**src/rtl/lmdp_defs.svh**
```systemverilog
// Offsets, field positions, reset values and timing counts of the line monitor bank.
// Assumes inclusion by bare name from rtl files; definitions only.
`ifndef LMDP_DEFS_SVH
`define LMDP_DEFS_SVH

// Register indices; byte address on the bus is four times the index
`define LMDP_IDX_BATT_A      8'h52
`define LMDP_IDX_BATT_B      8'h53
`define LMDP_IDX_FEED_ONE    8'h54
`define LMDP_IDX_FEED_TWO    8'h55
`define LMDP_IDX_FEED_THREE  8'h56
`define LMDP_IDX_FEED_FOUR   8'h57
`define LMDP_IDX_FEED_FIVE   8'h58
`define LMDP_IDX_FEED_SIX    8'h59
`define LMDP_IDX_PWM_PERIOD  8'h5c
`define LMDP_IDX_EXT_CTRL    8'h5f

// Bus geometry
`define LMDP_ADDR_W          12
`define LMDP_IDX_LSB         2
`define LMDP_IDX_MSB         9

// Converter period register: bit 6 reads one, the rest is stored
`define LMDP_PWM_FIXED_BIT   6
`define LMDP_PWM_RESET       8'hff
`define LMDP_PWM_WR_MASK     8'hbf
`define LMDP_PWM_MIN_CODE    8'h40

// Extended battery control register field and reset, and the battery B copy reset
`define LMDP_EXT_EN_BIT      0
`define LMDP_EXT_RESET       1'b0
`define LMDP_BATT_B_RESET    8'h00

// Scales of the sense codes, per code step (all-ones is full scale)
`define LMDP_BATT_STEP_MV    376
`define LMDP_FEED_12_STEP_UA 319
`define LMDP_FEED_34_STEP_NA 37600
`define LMDP_FEED_56_STEP_UA 316

// Period step time and its cycle count at the core clock
`define LMDP_CLK_MHZ         50
`define LMDP_STEP_PS         61035
`define LMDP_STEP_CYC        ((`LMDP_STEP_PS * `LMDP_CLK_MHZ + 500000) / 1000000)

// Bus answers
`define LMDP_RESP_OKAY       2'h0
`define LMDP_RESP_SLVERR     2'h2

`endif

```
**src/rtl/lmdp_pkg.sv**
```systemverilog
// Types and shared arithmetic of the line monitor bank.
// Assumes lmdp_defs.svh is on the include path.
`include "lmdp_defs.svh"

package lmdp_pkg;

  // Write channel progress of the bus slave
  typedef enum logic [1:0] {
    LMDP_WR_IDLE,
    LMDP_WR_ADDR,
    LMDP_WR_DATA,
    LMDP_WR_RESP
  } lmdp_wr_state_t;

  // Register index carried on the bus
  typedef logic [7:0] lmdp_idx_t;

  // Removes the extended battery offset from a feed current, floored at zero
  function automatic logic [7:0] lmdp_strip_offset(input logic [7:0] raw,
                                                   input logic [7:0] offset,
                                                   input logic       enable);
    logic [7:0] res;
    res = raw;
    if (enable) begin
      res = (raw > offset) ? 8'(raw - offset) : 8'h00;
    end
    return res;
  endfunction : lmdp_strip_offset

endpackage : lmdp_pkg

```
**src/rtl/lmdp_regs.sv**
```systemverilog
// AXI4-Lite register bank: battery and feed current sense, converter period.
// Assumes sense codes synchronous to aclk and one outstanding access per direction.
`timescale 1ns/100ps
`include "lmdp_defs.svh"

module lmdp_regs (
  input  wire logic        aclk,
  input  wire logic        aresetn,
  // Write address channel
  input  wire logic [11:0] s_axi_awaddr,
  input  wire logic [2:0]  s_axi_awprot,
  input  wire logic        s_axi_awvalid,
  output logic             s_axi_awready,
  // Write data channel
  input  wire logic [31:0] s_axi_wdata,
  input  wire logic [3:0]  s_axi_wstrb,
  input  wire logic        s_axi_wvalid,
  output logic             s_axi_wready,
  // Write response channel
  output logic [1:0]       s_axi_bresp,
  output logic             s_axi_bvalid,
  input  wire logic        s_axi_bready,
  // Read address channel
  input  wire logic [11:0] s_axi_araddr,
  input  wire logic [2:0]  s_axi_arprot,
  input  wire logic        s_axi_arvalid,
  output logic             s_axi_arready,
  // Read data channel
  output logic [31:0]      s_axi_rdata,
  output logic [1:0]       s_axi_rresp,
  output logic             s_axi_rvalid,
  input  wire logic        s_axi_rready,
  // Measurement codes from the analog sense path
  input  wire logic [7:0]  batt_a_in,
  input  wire logic [7:0]  batt_b_in,
  input  wire logic [7:0]  feed_one_in,
  input  wire logic [7:0]  feed_two_in,
  input  wire logic [7:0]  feed_three_in,
  input  wire logic [7:0]  feed_four_in,
  input  wire logic [7:0]  feed_five_in,
  input  wire logic [7:0]  feed_six_in,
  input  wire logic [7:0]  extended_battery_offset_current,
  // Converter controls
  output logic [7:0]       converter_pwm_period,
  output logic             converter_period_start,
  output logic             extended_battery_enable
);

  // Write path state
  lmdp_pkg::lmdp_wr_state_t wr_state_ff;  // Which halves of a write are held
  lmdp_pkg::lmdp_wr_state_t nxt_wr_state;
  logic [11:0]              wr_addr_ff;   // Held write address
  logic [31:0]              wr_data_ff;   // Held write data
  logic [3:0]               wr_strb_ff;   // Held byte enables

  // Software controlled registers
  logic [7:0]               pwm_period_ff; // Bit 6 is never stored as zero
  logic                     ext_en_ff;     // Extended battery enable

  // Bus output registers
  logic                     awready_ff;
  logic                     wready_ff;
  logic                     bvalid_ff;
  logic [1:0]               bresp_ff;
  logic                     arready_ff;
  logic                     rvalid_ff;
  logic [31:0]              rdata_ff;
  logic [1:0]               rresp_ff;

  // Live sense copies
  logic [7:0]               batt_a_q;
  logic [7:0]               batt_b_q;
  logic [7:0]               feed_one_q;
  logic [7:0]               feed_two_q;
  logic [7:0]               feed_three_q;
  logic [7:0]               feed_four_q;
  logic [7:0]               feed_five_q;
  logic [7:0]               feed_six_q;

  // Handshake and decode wires
  wire logic                aw_fire;
  wire logic                w_fire;
  wire logic                ar_fire;
  wire logic                have_addr;
  wire logic                have_data;
  wire logic                wr_commit;
  wire lmdp_pkg::lmdp_idx_t wr_idx;
  wire lmdp_pkg::lmdp_idx_t rd_idx;
  wire logic                wr_in_range;
  wire logic                rd_in_range;
  wire logic                wr_hit_pwm;
  wire logic                wr_hit_ext;
  wire logic                wr_hit_ro;
  wire logic                rd_hit;
  wire logic [7:0]          rd_byte;
  wire logic [7:0]          pwm_read;
  wire logic [7:0]          nxt_pwm_period;

  // Sense capture, with the extended battery share taken out of feed one and two
  lmdp_sense_snap u_snap (
    .aclk                            (aclk),
    .aresetn                         (aresetn),
    .extended_battery_enable         (ext_en_ff),
    .extended_battery_offset_current (extended_battery_offset_current),
    .batt_a_in                       (batt_a_in),
    .batt_b_in                       (batt_b_in),
    .feed_one_in                     (feed_one_in),
    .feed_two_in                     (feed_two_in),
    .feed_three_in                   (feed_three_in),
    .feed_four_in                    (feed_four_in),
    .feed_five_in                    (feed_five_in),
    .feed_six_in                     (feed_six_in),
    .batt_a_ff                       (batt_a_q),
    .batt_b_ff                       (batt_b_q),
    .feed_one_ff                     (feed_one_q),
    .feed_two_ff                     (feed_two_q),
    .feed_three_ff                   (feed_three_q),
    .feed_four_ff                    (feed_four_q),
    .feed_five_ff                    (feed_five_q),
    .feed_six_ff                     (feed_six_q)
  );

  // Period timer driven by the stored code
  lmdp_pwm_timer u_timer (
    .aclk            (aclk),
    .aresetn         (aresetn),
    .period_code     (pwm_read),
    .period_start_ff (converter_period_start)
  );

  // Channel handshakes
  assign aw_fire   = s_axi_awvalid && awready_ff;
  assign w_fire    = s_axi_wvalid && wready_ff;
  assign ar_fire   = s_axi_arvalid && arready_ff;
  assign have_addr = (wr_state_ff == lmdp_pkg::LMDP_WR_ADDR) || aw_fire;
  assign have_data = (wr_state_ff == lmdp_pkg::LMDP_WR_DATA) || w_fire;
  assign wr_commit = (wr_state_ff != lmdp_pkg::LMDP_WR_RESP) && have_addr && have_data;

  // Address decode; the top bits above the index must be zero
  assign wr_idx      = wr_state_ff == lmdp_pkg::LMDP_WR_ADDR ?
                       wr_addr_ff[`LMDP_IDX_MSB:`LMDP_IDX_LSB] :
                       s_axi_awaddr[`LMDP_IDX_MSB:`LMDP_IDX_LSB];
  assign wr_in_range = wr_state_ff == lmdp_pkg::LMDP_WR_ADDR ?
                       (wr_addr_ff[11:10] == 2'h0) : (s_axi_awaddr[11:10] == 2'h0);
  assign rd_idx      = s_axi_araddr[`LMDP_IDX_MSB:`LMDP_IDX_LSB];
  assign rd_in_range = (s_axi_araddr[11:10] == 2'h0);

  assign wr_hit_pwm = wr_in_range && (wr_idx == `LMDP_IDX_PWM_PERIOD);
  assign wr_hit_ext = wr_in_range && (wr_idx == `LMDP_IDX_EXT_CTRL);
  assign wr_hit_ro  = wr_in_range && (wr_idx >= `LMDP_IDX_BATT_A) && (wr_idx <= `LMDP_IDX_FEED_SIX);

  // Bit 6 is read as one regardless of what was written
  assign pwm_read = pwm_period_ff | (8'h01 << `LMDP_PWM_FIXED_BIT);

  // Merge the written byte; bit 6 keeps its forced value
  assign nxt_pwm_period = (pwm_period_ff & ~`LMDP_PWM_WR_MASK) |
                          ((have_data && wr_state_ff != lmdp_pkg::LMDP_WR_DATA ? s_axi_wdata[7:0] :
                            wr_data_ff[7:0]) & `LMDP_PWM_WR_MASK);

  // Read mux; selecting a value never disturbs it
  assign rd_byte = (rd_idx == `LMDP_IDX_BATT_A)     ? batt_a_q     :
                   (rd_idx == `LMDP_IDX_BATT_B)     ? batt_b_q     :
                   (rd_idx == `LMDP_IDX_FEED_ONE)   ? feed_one_q   :
                   (rd_idx == `LMDP_IDX_FEED_TWO)   ? feed_two_q   :
                   (rd_idx == `LMDP_IDX_FEED_THREE) ? feed_three_q :
                   (rd_idx == `LMDP_IDX_FEED_FOUR)  ? feed_four_q  :
                   (rd_idx == `LMDP_IDX_FEED_FIVE)  ? feed_five_q  :
                   (rd_idx == `LMDP_IDX_FEED_SIX)   ? feed_six_q   :
                   (rd_idx == `LMDP_IDX_PWM_PERIOD) ? pwm_read     :
                   (rd_idx == `LMDP_IDX_EXT_CTRL)   ? {7'h00, ext_en_ff} : 8'h00;
  assign rd_hit  = rd_in_range && ((rd_idx >= `LMDP_IDX_BATT_A && rd_idx <= `LMDP_IDX_FEED_SIX) ||
                                   rd_idx == `LMDP_IDX_PWM_PERIOD || rd_idx == `LMDP_IDX_EXT_CTRL);

  // Write sequencing: address and data may come in either order
  always_comb begin
    nxt_wr_state = wr_state_ff;
    case (wr_state_ff)
      lmdp_pkg::LMDP_WR_IDLE: begin
        if (aw_fire && w_fire) begin
          nxt_wr_state = lmdp_pkg::LMDP_WR_RESP;
        end else if (aw_fire) begin
          nxt_wr_state = lmdp_pkg::LMDP_WR_ADDR;
        end else if (w_fire) begin
          nxt_wr_state = lmdp_pkg::LMDP_WR_DATA;
        end
      end
      lmdp_pkg::LMDP_WR_ADDR: begin
        if (w_fire) begin
          nxt_wr_state = lmdp_pkg::LMDP_WR_RESP;
        end
      end
      lmdp_pkg::LMDP_WR_DATA: begin
        if (aw_fire) begin
          nxt_wr_state = lmdp_pkg::LMDP_WR_RESP;
        end
      end
      lmdp_pkg::LMDP_WR_RESP: begin
        if (s_axi_bready) begin
          nxt_wr_state = lmdp_pkg::LMDP_WR_IDLE;
        end
      end
      default: begin
        nxt_wr_state = lmdp_pkg::LMDP_WR_IDLE;
      end
    endcase
  end

  // Write channel registers; ready drops once its half is held
  always_ff @(posedge aclk) begin
    if (!aresetn) begin
      wr_state_ff <= lmdp_pkg::LMDP_WR_IDLE;
      awready_ff  <= 1'b0;
      wready_ff   <= 1'b0;
      wr_addr_ff  <= 12'h000;
      wr_data_ff  <= 32'h0000_0000;
      wr_strb_ff  <= 4'h0;
    end else begin
      wr_state_ff <= nxt_wr_state;
      awready_ff  <= (nxt_wr_state == lmdp_pkg::LMDP_WR_IDLE) || (nxt_wr_state == lmdp_pkg::LMDP_WR_DATA);
      wready_ff   <= (nxt_wr_state == lmdp_pkg::LMDP_WR_IDLE) || (nxt_wr_state == lmdp_pkg::LMDP_WR_ADDR);
      if (aw_fire) begin
        wr_addr_ff <= s_axi_awaddr;
      end
      if (w_fire) begin
        wr_data_ff <= s_axi_wdata;
        wr_strb_ff <= s_axi_wstrb;
      end
    end
  end

  // Register updates and write answer; unmapped writes get an error
  always_ff @(posedge aclk) begin
    if (!aresetn) begin
      pwm_period_ff <= `LMDP_PWM_RESET;
      ext_en_ff     <= `LMDP_EXT_RESET;
      bvalid_ff     <= 1'b0;
      bresp_ff      <= `LMDP_RESP_OKAY;
    end else begin
      if (wr_commit) begin
        bvalid_ff <= 1'b1;
        bresp_ff  <= (wr_hit_pwm || wr_hit_ext || wr_hit_ro) ? `LMDP_RESP_OKAY : `LMDP_RESP_SLVERR;
        // Only byte lane 0 carries register data
        if (wr_hit_pwm && ((w_fire ? s_axi_wstrb[0] : wr_strb_ff[0]))) begin
          pwm_period_ff <= nxt_pwm_period;
        end
        if (wr_hit_ext && ((w_fire ? s_axi_wstrb[0] : wr_strb_ff[0]))) begin
          ext_en_ff <= w_fire ? s_axi_wdata[`LMDP_EXT_EN_BIT] : wr_data_ff[`LMDP_EXT_EN_BIT];
        end
      end else if (bvalid_ff && s_axi_bready) begin
        bvalid_ff <= 1'b0;
      end
    end
  end

  // Read channel; one read in flight, data held until taken
  always_ff @(posedge aclk) begin
    if (!aresetn) begin
      arready_ff <= 1'b0;
      rvalid_ff  <= 1'b0;
      rdata_ff   <= 32'h0000_0000;
      rresp_ff   <= `LMDP_RESP_OKAY;
    end else begin
      if (ar_fire) begin
        arready_ff <= 1'b0;
        rvalid_ff  <= 1'b1;
        // Unmapped places answer zero data, whatever the index bits below them decode to
        rdata_ff   <= rd_hit ? {24'h00_0000, rd_byte} : 32'h0000_0000;
        rresp_ff   <= rd_hit ? `LMDP_RESP_OKAY : `LMDP_RESP_SLVERR;
      end else if (rvalid_ff && s_axi_rready) begin
        rvalid_ff  <= 1'b0;
        arready_ff <= 1'b1;
      end else if (!rvalid_ff) begin
        arready_ff <= 1'b1;
      end
    end
  end

  // Ports straight from flip-flops
  assign s_axi_awready           = awready_ff;
  assign s_axi_wready            = wready_ff;
  assign s_axi_bvalid            = bvalid_ff;
  assign s_axi_bresp             = bresp_ff;
  assign s_axi_arready           = arready_ff;
  assign s_axi_rvalid            = rvalid_ff;
  assign s_axi_rdata             = rdata_ff;
  assign s_axi_rresp             = rresp_ff;
  assign converter_pwm_period    = pwm_period_ff;
  assign extended_battery_enable = ext_en_ff;

endmodule : lmdp_regs

```
**src/rtl/lmdp_sense_snap.sv**
```systemverilog
// Captures the measured battery and feed current codes every clock.
// Assumes the measurement codes arrive synchronous to aclk.
`timescale 1ns/100ps
`include "lmdp_defs.svh"

module lmdp_sense_snap (
  input  wire logic       aclk,
  input  wire logic       aresetn,
  input  wire logic       extended_battery_enable,
  input  wire logic [7:0] extended_battery_offset_current,
  input  wire logic [7:0] batt_a_in,
  input  wire logic [7:0] batt_b_in,
  input  wire logic [7:0] feed_one_in,
  input  wire logic [7:0] feed_two_in,
  input  wire logic [7:0] feed_three_in,
  input  wire logic [7:0] feed_four_in,
  input  wire logic [7:0] feed_five_in,
  input  wire logic [7:0] feed_six_in,
  output logic      [7:0] batt_a_ff,
  output logic      [7:0] batt_b_ff,
  output logic      [7:0] feed_one_ff,
  output logic      [7:0] feed_two_ff,
  output logic      [7:0] feed_three_ff,
  output logic      [7:0] feed_four_ff,
  output logic      [7:0] feed_five_ff,
  output logic      [7:0] feed_six_ff
);

  // Feed one and two with the extended battery share removed when asked
  wire logic [7:0] nxt_feed_one;
  wire logic [7:0] nxt_feed_two;

  assign nxt_feed_one = lmdp_pkg::lmdp_strip_offset(feed_one_in, extended_battery_offset_current,
                                                    extended_battery_enable);
  assign nxt_feed_two = lmdp_pkg::lmdp_strip_offset(feed_two_in, extended_battery_offset_current,
                                                    extended_battery_enable);

  // Real-time copies; no reset, so content is undefined until the first clock
  always_ff @(posedge aclk) begin
    batt_a_ff     <= batt_a_in;
    feed_one_ff   <= nxt_feed_one;
    feed_two_ff   <= nxt_feed_two;
    feed_three_ff <= feed_three_in;
    feed_four_ff  <= feed_four_in;
    feed_five_ff  <= feed_five_in;
    feed_six_ff   <= feed_six_in;
  end

  // Second battery copy has a defined zero after reset
  always_ff @(posedge aclk) begin
    if (!aresetn) begin
      batt_b_ff <= `LMDP_BATT_B_RESET;
    end else begin
      batt_b_ff <= batt_b_in;
    end
  end

endmodule : lmdp_sense_snap

```
**src/rtl/lmdp_pwm_timer.sv**
```systemverilog
// Converter period timer: one pulse per period of code times one step.
// Assumes the code never falls below the minimum, since bit 6 is forced.
`timescale 1ns/100ps
`include "lmdp_defs.svh"

module lmdp_pwm_timer (
  input  wire logic       aclk,
  input  wire logic       aresetn,
  input  wire logic [7:0] period_code,
  output logic            period_start_ff
);

  localparam logic [1:0] STEP_LAST = 2'(`LMDP_STEP_CYC - 1);

  logic [1:0] step_cnt_ff; // Cycles within one period step
  logic [7:0] code_cnt_ff; // Steps within one period
  wire  logic step_tick;   // One-cycle enable per step
  wire  logic period_end;  // Last step of the period

  assign step_tick  = (step_cnt_ff == STEP_LAST);
  assign period_end = step_tick && (code_cnt_ff >= 8'(period_code - 8'h01));

  // Step divider; the step is rounded to whole clock cycles, a small drift
  always_ff @(posedge aclk) begin
    if (!aresetn) begin
      step_cnt_ff <= 2'h0;
    end else begin
      step_cnt_ff <= step_tick ? 2'h0 : 2'(step_cnt_ff + 2'h1);
    end
  end

  // Step counter; a code change takes effect at the latest next period
  always_ff @(posedge aclk) begin
    if (!aresetn) begin
      code_cnt_ff     <= 8'h00;
      period_start_ff <= 1'b0;
    end else begin
      period_start_ff <= period_end;
      if (period_end) begin
        code_cnt_ff <= 8'h00;
      end else if (step_tick) begin
        code_cnt_ff <= 8'(code_cnt_ff + 8'h01);
      end
    end
  end

endmodule : lmdp_pwm_timer

```
**config.mk**
```make
export PLATFORM = sky130hd
export DESIGN_NAME = lmdp_regs
export DESIGN_NICKNAME = d
export VERILOG_FILES = /design/src/rtl/lmdp_pkg.sv /design/src/rtl/lmdp_regs.sv /design/src/rtl/lmdp_sense_snap.sv /design/src/rtl/lmdp_pwm_timer.sv
export VERILOG_INCLUDE_DIRS = /design/src /design/src/rtl
export SDC_FILE = /design/constraint.sdc
export NUM_CORES = 1
export LEC_CHECK = 0
export BUFFER_PORTS_ARGS = -buffer_cell sky130_fd_sc_hd__buf_2
export CORE_ASPECT_RATIO = 1.75
export CORE_UTILIZATION = 55
export CTS_CLUSTER_DIAMETER = 150
export DETAILED_ROUTE_END_ITERATION = 10
export PLACE_DENSITY = 0.86
export SYNTH_ARGS = -nofsm -noshare
export SYNTH_HDL_FRONTEND = slang
export SYNTH_HIERARCHICAL = 1
export SYNTH_SLANG_ARGS = --single-unit
export TNS_END_PERCENT = 50
```
**constraint.sdc**
```tcl
create_clock -name aclk -period 4.1 [get_ports aclk]
set_clock_uncertainty 0.2 [all_clocks]
set_input_delay 0.615 -clock aclk [delete_from_list [all_inputs] [get_ports aclk]]
set_output_delay 0.615 -clock aclk [all_outputs]
set_load 0.02 [all_outputs]
```
== Word level (Yosys, flattened, before mapping) ==
Index checks and enable logic that the tools add are counted.

* Register bits: 148
* Input port bits: 145
* Output and inout bits: 51
* Word-level logic and storage cells: 133

* Add/sub/neg operators: 5
* Order comparisons: 7
* Eq/ne operators: 21
* Multiplexer cells: 35
* Bitwise operators: 2
* Reduce and logical (&&, ||, !) cells: 38

{| class="wikitable"
|+ Operator list
! cell !! count
|-
| two-way mux 8 bit || 16
|-
| equality test 8 x 7 -> 1 bit, second input constant || 12
|-
| logical AND 1 bit || 18
|-
| >= comparator 8 x 7 -> 1 bit, second input constant || 2
|-
| > comparator 8 bit || 2
|-
| less-or-equal comparator 8 x 7 -> 1 bit, second input constant || 2
|-
| two-way mux 2 bit || 8
|-
| subtractor 8 bit || 2
|-
| zero test 2 bit || 5
|-
| two-way mux 1 bit || 10
|-
| adder 8 x 1 -> 8 bit, second input constant || 1
|-
| equality test 2 bit, second input constant || 4
|-
| >= comparator 8 bit || 1
|-
| logical OR 1 bit || 8
|-
| OR 7 x 8 -> 8 bit || 1
|-
| case mux 2 bit (4 select lines) || 1
|-
| subtractor 8 x 1 -> 8 bit, second input constant || 1
|-
| OR reduction 2 bit || 3
|-
| equality test 2 x 1 -> 1 bit, second input constant || 2
|-
| inequality test 2 bit, second input constant || 2
|-
| AND reduction 2 bit || 2
|-
| nonzero test 2 bit || 2
|-
| adder 2 x 1 -> 2 bit, second input constant || 1
|-
| inequality test 2 x 1 -> 1 bit, second input constant || 1
|-
| NOT 1 bit || 1
|}

== Depth between registers and ports, before layout ==
Gate-level depths: netlist of run 1.

* Depth in word-level cells: 12
* Depth in mapped cells: 10
* Mapped depth without buffers: 10

== Hierarchy ==
Netlist of run 1, hierarchy kept.

{| class="wikitable"
|+ By module, submodules not included
! module !! instances !! cells each !! area each (um^2) !! seq. area each (um^2)
|-
| lmdp_regs || 1 || 388 || 2,980.4 || 860.8
|-
| lmdp_sense_snap || 1 || 200 || 2,225.9 || 1,281.2
|-
| lmdp_pwm_timer || 1 || 80 || 744.5 || 220.2
|}

== Least setup slack after synthesis of run 1 ==
Ideal clock, no wire load.

* Path kind: input -> register
* Start point: input port s_axi_awaddr[9]
* End point: register pwm_period_ff[0], in the netlist converter_pwm_period[0]
* Setup time: 0.123 ns
* Data arrival time: 2.312 ns
* Data required time: 3.777 ns
* Path slack: 1.465 ns
* Cell stages on the path: 5
* Path buffers: 0
* Cell sequence: or4_1 -> or4_4 -> a221o_2 -> nor3_1 -> a31oi_1

* Word-level cells in the longest chain between the ends: 5

{| class="wikitable"
|+ RTL lines
! item !! line !! text
|-
| start, declared || lmdp_regs.sv:10 || <nowiki>input wire logic [11:0] s_axi_awaddr,</nowiki>
|-
| two-way mux 8 bit || lmdp_regs.sv:140 || <nowiki>assign wr_idx = wr_state_ff == lmdp_pkg::LMDP_WR_ADDR ?</nowiki>
|-
| equality test 8 x 7 -> 1 bit (no source line) || - ||
|-
| logical AND 1 bit || lmdp_regs.sv:148 || <nowiki>assign wr_hit_pwm = wr_in_range && (wr_idx == `LMDP_IDX_PWM_PERIOD);</nowiki>
|-
| logical AND 1 bit || lmdp_regs.sv:243 || <nowiki>if (wr_hit_pwm && ((w_fire ? s_axi_wstrb[0] : wr_strb_ff[0]))) begin</nowiki>
|-
| AND reduction 2 bit (no source line) || - ||
|-
| end signal, assigned || lmdp_regs.sv:234 || <nowiki>pwm_period_ff <= `LMDP_PWM_RESET;</nowiki>
|-
| end signal, assigned || lmdp_regs.sv:244 || <nowiki>pwm_period_ff <= nxt_pwm_period;</nowiki>
|-
| end, declared || lmdp_regs.sv:57 || <nowiki>logic [7:0] pwm_period_ff;</nowiki>
|}

No other way between the ends.
A chain may end at the register's enable or synchronous reset.

== Final worst setup path of run 1 ==
* Start point: input port s_axi_araddr[7]
* End point: register rdata_ff[2], in the netlist s_axi_rdata[2]

* Word-level cells in the longest chain between the ends: 11
* Elaborated cells between the ends (all ways): 26
* Those cells by class: order compare: 2; eq/ne: 10; mux: 10; reduce/logical: 4

{| class="wikitable"
|+ RTL lines
! item !! line !! text
|-
| start, declared || lmdp_regs.sv:24 || <nowiki>input wire logic [11:0] s_axi_araddr,</nowiki>
|-
| equality test 8 x 7 -> 1 bit (no source line) || - ||
|-
| two-way mux 8 bit || lmdp_regs.sv:169 || <nowiki>(rd_idx == `LMDP_IDX_PWM_PERIOD) ? pwm_read :</nowiki>
|-
| two-way mux 8 bit || lmdp_regs.sv:168 || <nowiki>(rd_idx == `LMDP_IDX_FEED_SIX) ? feed_six_q :</nowiki>
|-
| two-way mux 8 bit || lmdp_regs.sv:167 || <nowiki>(rd_idx == `LMDP_IDX_FEED_FIVE) ? feed_five_q :</nowiki>
|-
| two-way mux 8 bit || lmdp_regs.sv:166 || <nowiki>(rd_idx == `LMDP_IDX_FEED_FOUR) ? feed_four_q :</nowiki>
|-
| two-way mux 8 bit || lmdp_regs.sv:165 || <nowiki>(rd_idx == `LMDP_IDX_FEED_THREE) ? feed_three_q :</nowiki>
|-
| two-way mux 8 bit || lmdp_regs.sv:164 || <nowiki>(rd_idx == `LMDP_IDX_FEED_TWO) ? feed_two_q :</nowiki>
|-
| two-way mux 8 bit || lmdp_regs.sv:163 || <nowiki>(rd_idx == `LMDP_IDX_FEED_ONE) ? feed_one_q :</nowiki>
|-
| two-way mux 8 bit || lmdp_regs.sv:162 || <nowiki>(rd_idx == `LMDP_IDX_BATT_B) ? batt_b_q :</nowiki>
|-
| two-way mux 8 bit || lmdp_regs.sv:161 || <nowiki>assign rd_byte = (rd_idx == `LMDP_IDX_BATT_A) ? batt_a_q :</nowiki>
|-
| two-way mux 8 bit (*) || lmdp_regs.sv:267 || <nowiki>rdata_ff <= rd_hit ? {24'h00_0000, rd_byte} : 32'h0000_0000;</nowiki>
|-
| end signal, assigned || lmdp_regs.sv:267 ||
|-
| end, declared || lmdp_regs.sv:67 || <nowiki>logic [31:0] rdata_ff;</nowiki>
|}

Mark *: on every way between the ends. The rest lies on a longest branch, timed or not.

==> results of run 1 <==
through the flow:
| stage | utilization | cells | cell area [µm²] | total power, mW |
|---|---|---|---|---|
| global placement | 0.625 | 897 | 6520 | 1.62 |
| floorplan | - | 695 | 6050 | 1.53 |
| global route | 0.689 | 929 | 7180 | 3.37 |
| CTS | 0.689 | 929 | 7180 | 3.27 |
| finish | 0.689 | 929 | 7180 | 3.26 |
| detailed placement | 0.625 | 897 | 6520 | 1.63 |
worst reg2reg max path: stages, from the launching register on:
cell       delay, ns
dfxtp_1         0.44
inv_1           0.12
ha_1            0.25
nand2_1         0.10
nor3_1          0.06
xnor2_1         0.15
ha_1            0.28
and3_4          0.21
o2111ai_2       0.19
o211ai_4        0.32
nor2_1          0.09
power groups by stage:
stage,Sequential [mW],Clock (mW),Combinational [mW]
detailed placement,1.25,0,0.377
global route,1.24,1.70,0.427
global placement,1.25,0,0.366
CTS,1.23,1.66,0.381
finish,1.23,1.64,0.386
floorplan,1.25,0,0.283
cell usage after synthesis, types with 10 or more instances:
cell type  number  area [µm²]
dfxtp_1       118        2360
a21boi_0       22         165
o21ai_0        40         200
xnor2_1        12         105
nand2b_1       12        75.1
clkbuf_1       21        78.8
nand2_1        63         236
buf_4          28         210
a31oi_1        11        68.8
o22ai_1        10        62.6
nor2b_1        15        93.8
ha_1           27         338
a21oi_1        20         100
nor3_1         23         115
inv_1          46         173
nor2_1         24        90.1
nand3_1        26         130
and2_1         15        93.8
final timing paths:
kind,startpoint,to,slack [ns],depth (start not counted)
worst max-delay path,s_axi_araddr[7],s_axi_rdata[2],1.47,6
worst min-delay path,feed_three_in[2],u_snap/feed_three_ff[2],0.1,1
worst max register to register,converter_pwm_period[0],u_timer/code_cnt_ff[4],1.58,10
worst min register to register,u_timer/step_cnt_ff[0],u_timer/step_cnt_ff[0],0.25,1
routing by layer:
layer  vias to the layer above  global-route usage  share of wire
met1                      2497               0.298           0.37
met3                        62              0.0708          0.065
met2                       267               0.503           0.52
li1                       2573                   -              -
met5                         -                   0              0
met4                         0               0.164          0.047
final cells by class:
class / instances / area, µm² / area share
well taps: 127 / 159 / 0.0221
multi-input cells: 474 / 3160 / 0.440
flip-flops and latches: 118 / 2360 / 0.329
clock buffers: 20 / 467 / 0.0650
inverters: 46 / 173 / 0.0241
repair buffers: 132 / 666 / 0.0927
clock inverters: 12 / 198 / 0.0275
flip-flops by register name (all words and copies together), names as in the netlist, 8 cells and up:
register	cells
s_axi_rdata	8
u_snap/batt_a_ff	8
u_snap/batt_b_ff	8
u_snap/feed_five_ff	8
u_snap/feed_four_ff	8
u_snap/feed_one_ff	8
u_snap/feed_six_ff	8
u_snap/feed_three_ff	8
u_snap/feed_two_ff	8
u_timer/code_cnt_ff	8
wr_addr_ff	10
cell families after synthesis:
group | after synthesis | share of synthesized area
DFF | 118 | 0.397
and+or+nand+nor | 205 | 0.175
buffers and inverters | 103 | 0.0898
other | 2 | 0.00126
muxes | 15 | 0.0288
adders and majority gates | 29 | 0.0635
xor gates and xnor gates | 19 | 0.0280
AOI/OAI and AO/OA | 177 | 0.217
==> key figures, run 1 <==
Worst setup path
  – Critical Path RT: 4.23 ns
  – Crit path top cell by count: o21ai_0
  – Top fanout value on the critical path: 6
  – Crit Path Category: in2reg
  – CP Capture Type: register
  – Slowest cell on crit path: nor4bb_1
  – CP Buf/Inv Count: 1
  – Crit path largest cell delay: 0.77 ns
  – Crit-path cells: buf_2, nor4bb_1, nand4_1, nor3_1, o21ai_0, o21ai_0
  – CP arrival: 2.76 ns
  – Family with the most delay on the worst path: simple AND/OR/NAND/NOR gates
  – CP Launch Type: input pin

Power
  – Net Switching: 0.773 mW
  – Share of power burned in registers: 0.378
  – Pwr dens: ~450 nW/µm²
  – Peak VDD IR: 0.000572 V
  – Clock power frac: 0.504
  – Combinational Power Share: 0.118
  – Lkg Pwr: about 3.3 nW
  – P_int: 2.49 mW
  – Sw frac: 0.237

Clock network
  – Setup bufs post-CTS: 0
  – Insertion delay to the later sink of the worst-skew pair: ~0.41 ns
  – Clk slew on worst S/H paths: 0.05 ns
  – CTS Hold Bufs: 0
  – Clock Sink Count: 118
  – Root buffer cell: clkbuf_16
  – Post-CTS sizing: 0
  – H-tree levels: 4
  – TritonCTS clock tree: yes
  – CTS Buf Count: 17
  – Max Buffers Root-to-Sink: 2

Logic synthesis
  – Post-synth cell types: 72
  – Sequential fraction of the synthesis area: 0.397
  – Seq cells post-synth: 118
  – Mean Syn Cell Area: 8.91 µm²
  – Post-synth EDFFs: 0
  – Netlist Area Pre-Place: 5950 µm²
  – Post-synth ARST share: 0
  – Synth warn: 6
  – Synth Instances: between 600 and 700
  – Top_reg_cell synth: dfxtp_1

STA
  – Part of the cycle the worst path needs: 0.641
  – Max Slew Vio Count: 0
  – Highest clock rate: 0.380 GHz
  – Slew headroom: 0.399
  – Hold Worst Slack: about 0.098 ns
  – # setup viols final: 0
  – Final Hold Fails: 0
  – Minimum clock period: between 2 and 3 ns
  – Setup TNS Final: 0 ns
  – Unrepaired setup endpoints after global routing: no
  – Worst Max-Slew Pin Slew: approximately 0.89 ns
  – Worst Setup Slack, final: 1.47 ns

Floorplan
  – Core Rows: 49
  – Initial core utilization: 0.571
  – I/O Pins: a little under 200
  – Die Ht: 140 µm
  – Die width: slightly above 80 µm
  – Core area: 10400 µm²
  – Die area: 11300 µm²

Global routing
  – Maximum number of pins on one net before global-route repair: 55
  – GRT Util Overall: 0.286
  – Number of global-route vias before repair: 5338
  – Initial antenna violation count: 0
  – Global-route wire length before repair: around 25000 µm
  – GRT Residual Overflow: 0

Placement
  – Number of port buffers: 130
  – GPL Wtd Cong: a little under 0.9
  – Post-place setup slack: about 1.2 ns
  – Placed wire-length estimate: between 10000 and 15000 µm

Detailed routing
  – Post-Route WL: 15500 µm
  – Residual DRC count: 0
  – Antenna-violating nets left: 0
  – Pre-antenna DRT Iters: 5
  – DR iter-0 viols: 411
  – Vias: 5399
  – Detail-routed via count per cell: 5.81
  – Mean routed wirelength per cell: 16.7 µm

Layout
  – Diode count: 0
  – Filler cell count: ~800
  – Layout cells sized above 1: 0.236
  – # nets final: approximately 960
  – Synthesis-to-layout area growth: 20.6%
  – Commonest non-fill, non-tap cell in the layout: buf_2
  – Most frequent cells in the layout: buf_2 (130), dfxtp_1 (118), nand2_1 (63), inv_1 (46), o21ai_0 (40)

Hold path
  – Hold Crit Class: in2reg

Job
  – Max Cap Viol: 0

Status
  – Outcome: finished clean
No activity file was read; power rests on OpenSTA's default activity.
==> run 2, diff against run 1 <==
--- a/config.mk
+++ b/config.mk
@@ -8,10 +8,10 @@
 export LEC_CHECK = 0
 export BUFFER_PORTS_ARGS = -buffer_cell sky130_fd_sc_hd__buf_2
 export CORE_ASPECT_RATIO = 1.75
-export CORE_UTILIZATION = 55
+export CORE_UTILIZATION = 46
 export CTS_CLUSTER_DIAMETER = 150
 export DETAILED_ROUTE_END_ITERATION = 10
-export PLACE_DENSITY = 0.86
+export PLACE_DENSITY = 0.77
 export SYNTH_ARGS = -nofsm -noshare
 export SYNTH_HDL_FRONTEND = slang
 export SYNTH_HIERARCHICAL = 1
==> constraint.sdc (replaced) <==
create_clock -name aclk -period 2.4 [get_ports aclk]
set_clock_uncertainty 0.2 [all_clocks]
set_input_delay 0.36 -clock aclk [delete_from_list [all_inputs] [get_ports aclk]]
set_output_delay 0.36 -clock aclk [all_outputs]
set_load 0.02 [all_outputs]
==> key figures, run 2 (synthesis results as in run 1) <==
Worst setup path
  – CP Buf/Inv Count: 0 (was 1)
  – Critical Path RT: 2.49 ns (was 4.23 ns)
  – CP arrival: 2.41 ns (was 2.76 ns)
  – CP Capture Type: register (unchanged)
  – CP Launch Type: register (was input pin)
  – Crit path largest cell delay: 0.57 ns (was 0.77 ns)
  – Top fanout value on the critical path: 7 (was 6)
  – Slowest cell on crit path: or4_4 (was nor4bb_1)
  – Crit-path cells: or4_1, or4_4, a221o_2, nor3_1, a31oi_1 (was buf_2, nor4bb_1, nand4_1, nor3_1, o21ai_0, o21ai_0)
  – Reg2reg path depth: 5 (was 10)
  – Family with the most delay on the worst path: simple AND/OR/NAND/NOR gates (unchanged)
  – Crit Path Category: reg2reg (was in2reg)
  – Critical path depth in cells: 5 (was 6)

STA
  – Minimum clock period: 2.32 ns
  – Highest clock rate: 0.431 GHz
  – Max Slew Vio Count: 0 (unchanged)
  – Hold Worst Slack: 0.0107 ns (was 0.0982 ns)
  – Worst Setup Slack, final: 0.0786 ns (was 1.47 ns)
  – Final Hold Fails: 0 (unchanged)
  – Unrepaired setup endpoints after global routing: yes (was no)
  – Part of the cycle the worst path needs: 0.967
  – # setup viols final: 0 (unchanged)

Clock network
  – Root buffer cell: clkbuf_16 (unchanged)
  – Max Buffers Root-to-Sink: 2 (unchanged)
  – Insertion delay to the later sink of the worst-skew pair: 0.41 ns (about the same)
  – Clk slew on worst S/H paths: 0.06 ns (was 0.05 ns)
  – CTS Buf Count: 17 (unchanged)
  – Setup bufs post-CTS: 0 (unchanged)
  – H-tree levels: 4 (unchanged)
  – Clock Sink Count: 118 (unchanged)
  – TritonCTS clock tree: yes (unchanged)

Detailed routing
  – Detail-routed via count per cell: 5.35 (was 5.81)
  – Post-Route WL: 16300 µm (was 15500 µm)
  – Antenna-violating nets left: 0 (unchanged)
  – Residual DRC count: 0 (unchanged)
  – DR iter-0 viols: 455 (was 411)
  – Pre-antenna DRT Iters: 5 (unchanged)
  – Mean routed wirelength per cell: 15.7 µm (was 16.7 µm)
  – Vias: 5561 (was 5399)

Status
  – Outcome: finished clean (unchanged)

Layout
  – Filler cell count: 1080 (was 797)
  – Commonest non-fill, non-tap cell in the layout: buf_2 (unchanged)
  – Max FFs per register: 10 (unchanged)
  – Synthesis-to-layout area growth: 31.3% (was 20.6%)
  – Most flop-heavy register: wr_addr_ff (unchanged)
  – Final core utilization: 0.622 (was 0.689)
  – Diode count: 0 (unchanged)
  – Most frequent cells in the layout: buf_2 (130), dfxtp_1 (118), nand2_1 (62), dlygate4sd3_1 (48), inv_1 (46) (was buf_2 (130), dfxtp_1 (118), nand2_1 (63), inv_1 (46), o21ai_0 (40))
  – Layout cells sized above 1: 0.243 (was 0.236)
  – Post-Layout Cell Count: 1039 (was 929)
  – # nets final: 1032 (was 963)

Global routing
  – GRT Residual Overflow: 0 (unchanged)
  – Initial antenna violation count: 0 (unchanged)
  – Number of global-route vias before repair: 5505 (was 5338)
  – Maximum number of pins on one net before global-route repair: 44 (was 55)
  – GRT Util Overall: 0.251 (was 0.286)
  – Global-route wire length before repair: 25700 µm (was 24600 µm)

Job
  – Max Cap Viol: 0 (unchanged)

Floorplan
  – Core Rows: 54 (was 49)
  – Die area: 13400 µm² (was 11300 µm²)
  – Core area: 12600 µm² (was 10400 µm²)
  – I/O Pins: 196 (unchanged)
  – Initial core utilization: 0.474 (was 0.571)
  – Die width: 88.0 µm (was 80.6 µm)
  – Die Ht: 152 µm (was 140 µm)

Hold path
  – Hold Crit Class: in2reg (unchanged)
  – Hold path cells: 3 (was 1)

Placement
  – Number of port buffers: 130 (unchanged)
  – Placed wire-length estimate: 11400 µm (was 11200 µm)
  – GPL Wtd Cong: 0.892 (was 0.874)
  – Post-place setup slack: -0.158 ns (was 1.20 ns)
  – Placed instance count: 959 (was 897)

Power
  – Peak VDD IR: 0.000380 V (was 0.000572 V)
  – Pwr dens: 684 nW/µm² (was 454 nW/µm²)
  – Tot Pwr: 5.35 mW (was 3.26 mW)
  – Lkg Pwr: 3.53 nW (was 3.26 nW)
[run 2: final cells by class]
| cell class | instances | area [µm²] | share of cell area |
|---|---|---|---|
| sequential | 118 | 2360 | 0.302 |
| clock buffer | 19 | 443 | 0.0567 |
| multi-input combinational | 474 | 3170 | 0.405 |
| tap | 168 | 210 | 0.0269 |
| clock inverter | 13 | 146 | 0.0187 |
| timing repair buffer | 201 | 1320 | 0.168 |
| inverter | 46 | 173 | 0.0221 |
[run 2: final timing paths]
kind | start | endpoint | slack [ns]
max | wr_state_ff[0] | converter_pwm_period[1] | 0.08
min | feed_one_in[2] | u_snap/feed_one_ff[2] | 0.01
max reg2reg | wr_state_ff[0] | converter_pwm_period[1] | 0.08
min reg2reg | u_timer/step_cnt_ff[0] | u_timer/step_cnt_ff[0] | 0.22
[run 2: tightest hold or removal path: stages]
cell and delay, ns:
buf_2 0.11, inv_1 0.05, o22ai_1 0.06
[run 2: repair_timing]
action,4_1_cts,5_1_grt
gates resized for setup,0,4
setup endpoints to repair,0,11
hold buffers,48,0
endpoints found under the hold margin,48,0
[run 2: report_power, final]
group / switching, mW / total [mW] / internal (mW)
logic: 0.402 / 0.741 / 0.338
clock network: 0.933 / 2.50 / 1.57
registers: 0.0495 / 2.10 / 2.06
[run 2: routing by layer]
metal	up-vias	wire, µm	global-route usage
li1	2702	-	-
met4	0	684	0.135
met1	2590	6270	0.266
met5	-	0	0
met3	53	762	0.0536
met2	216	8630	0.450
[run 2: through the flow]
step                cell area (µm²)  setup TNS, ns
global placement               6740          -1.21
CTS                            7810              0
global route                   7820        -0.0940
finish                         7820              0
detailed placement             6740          -1.17
floorplan                      6050              0
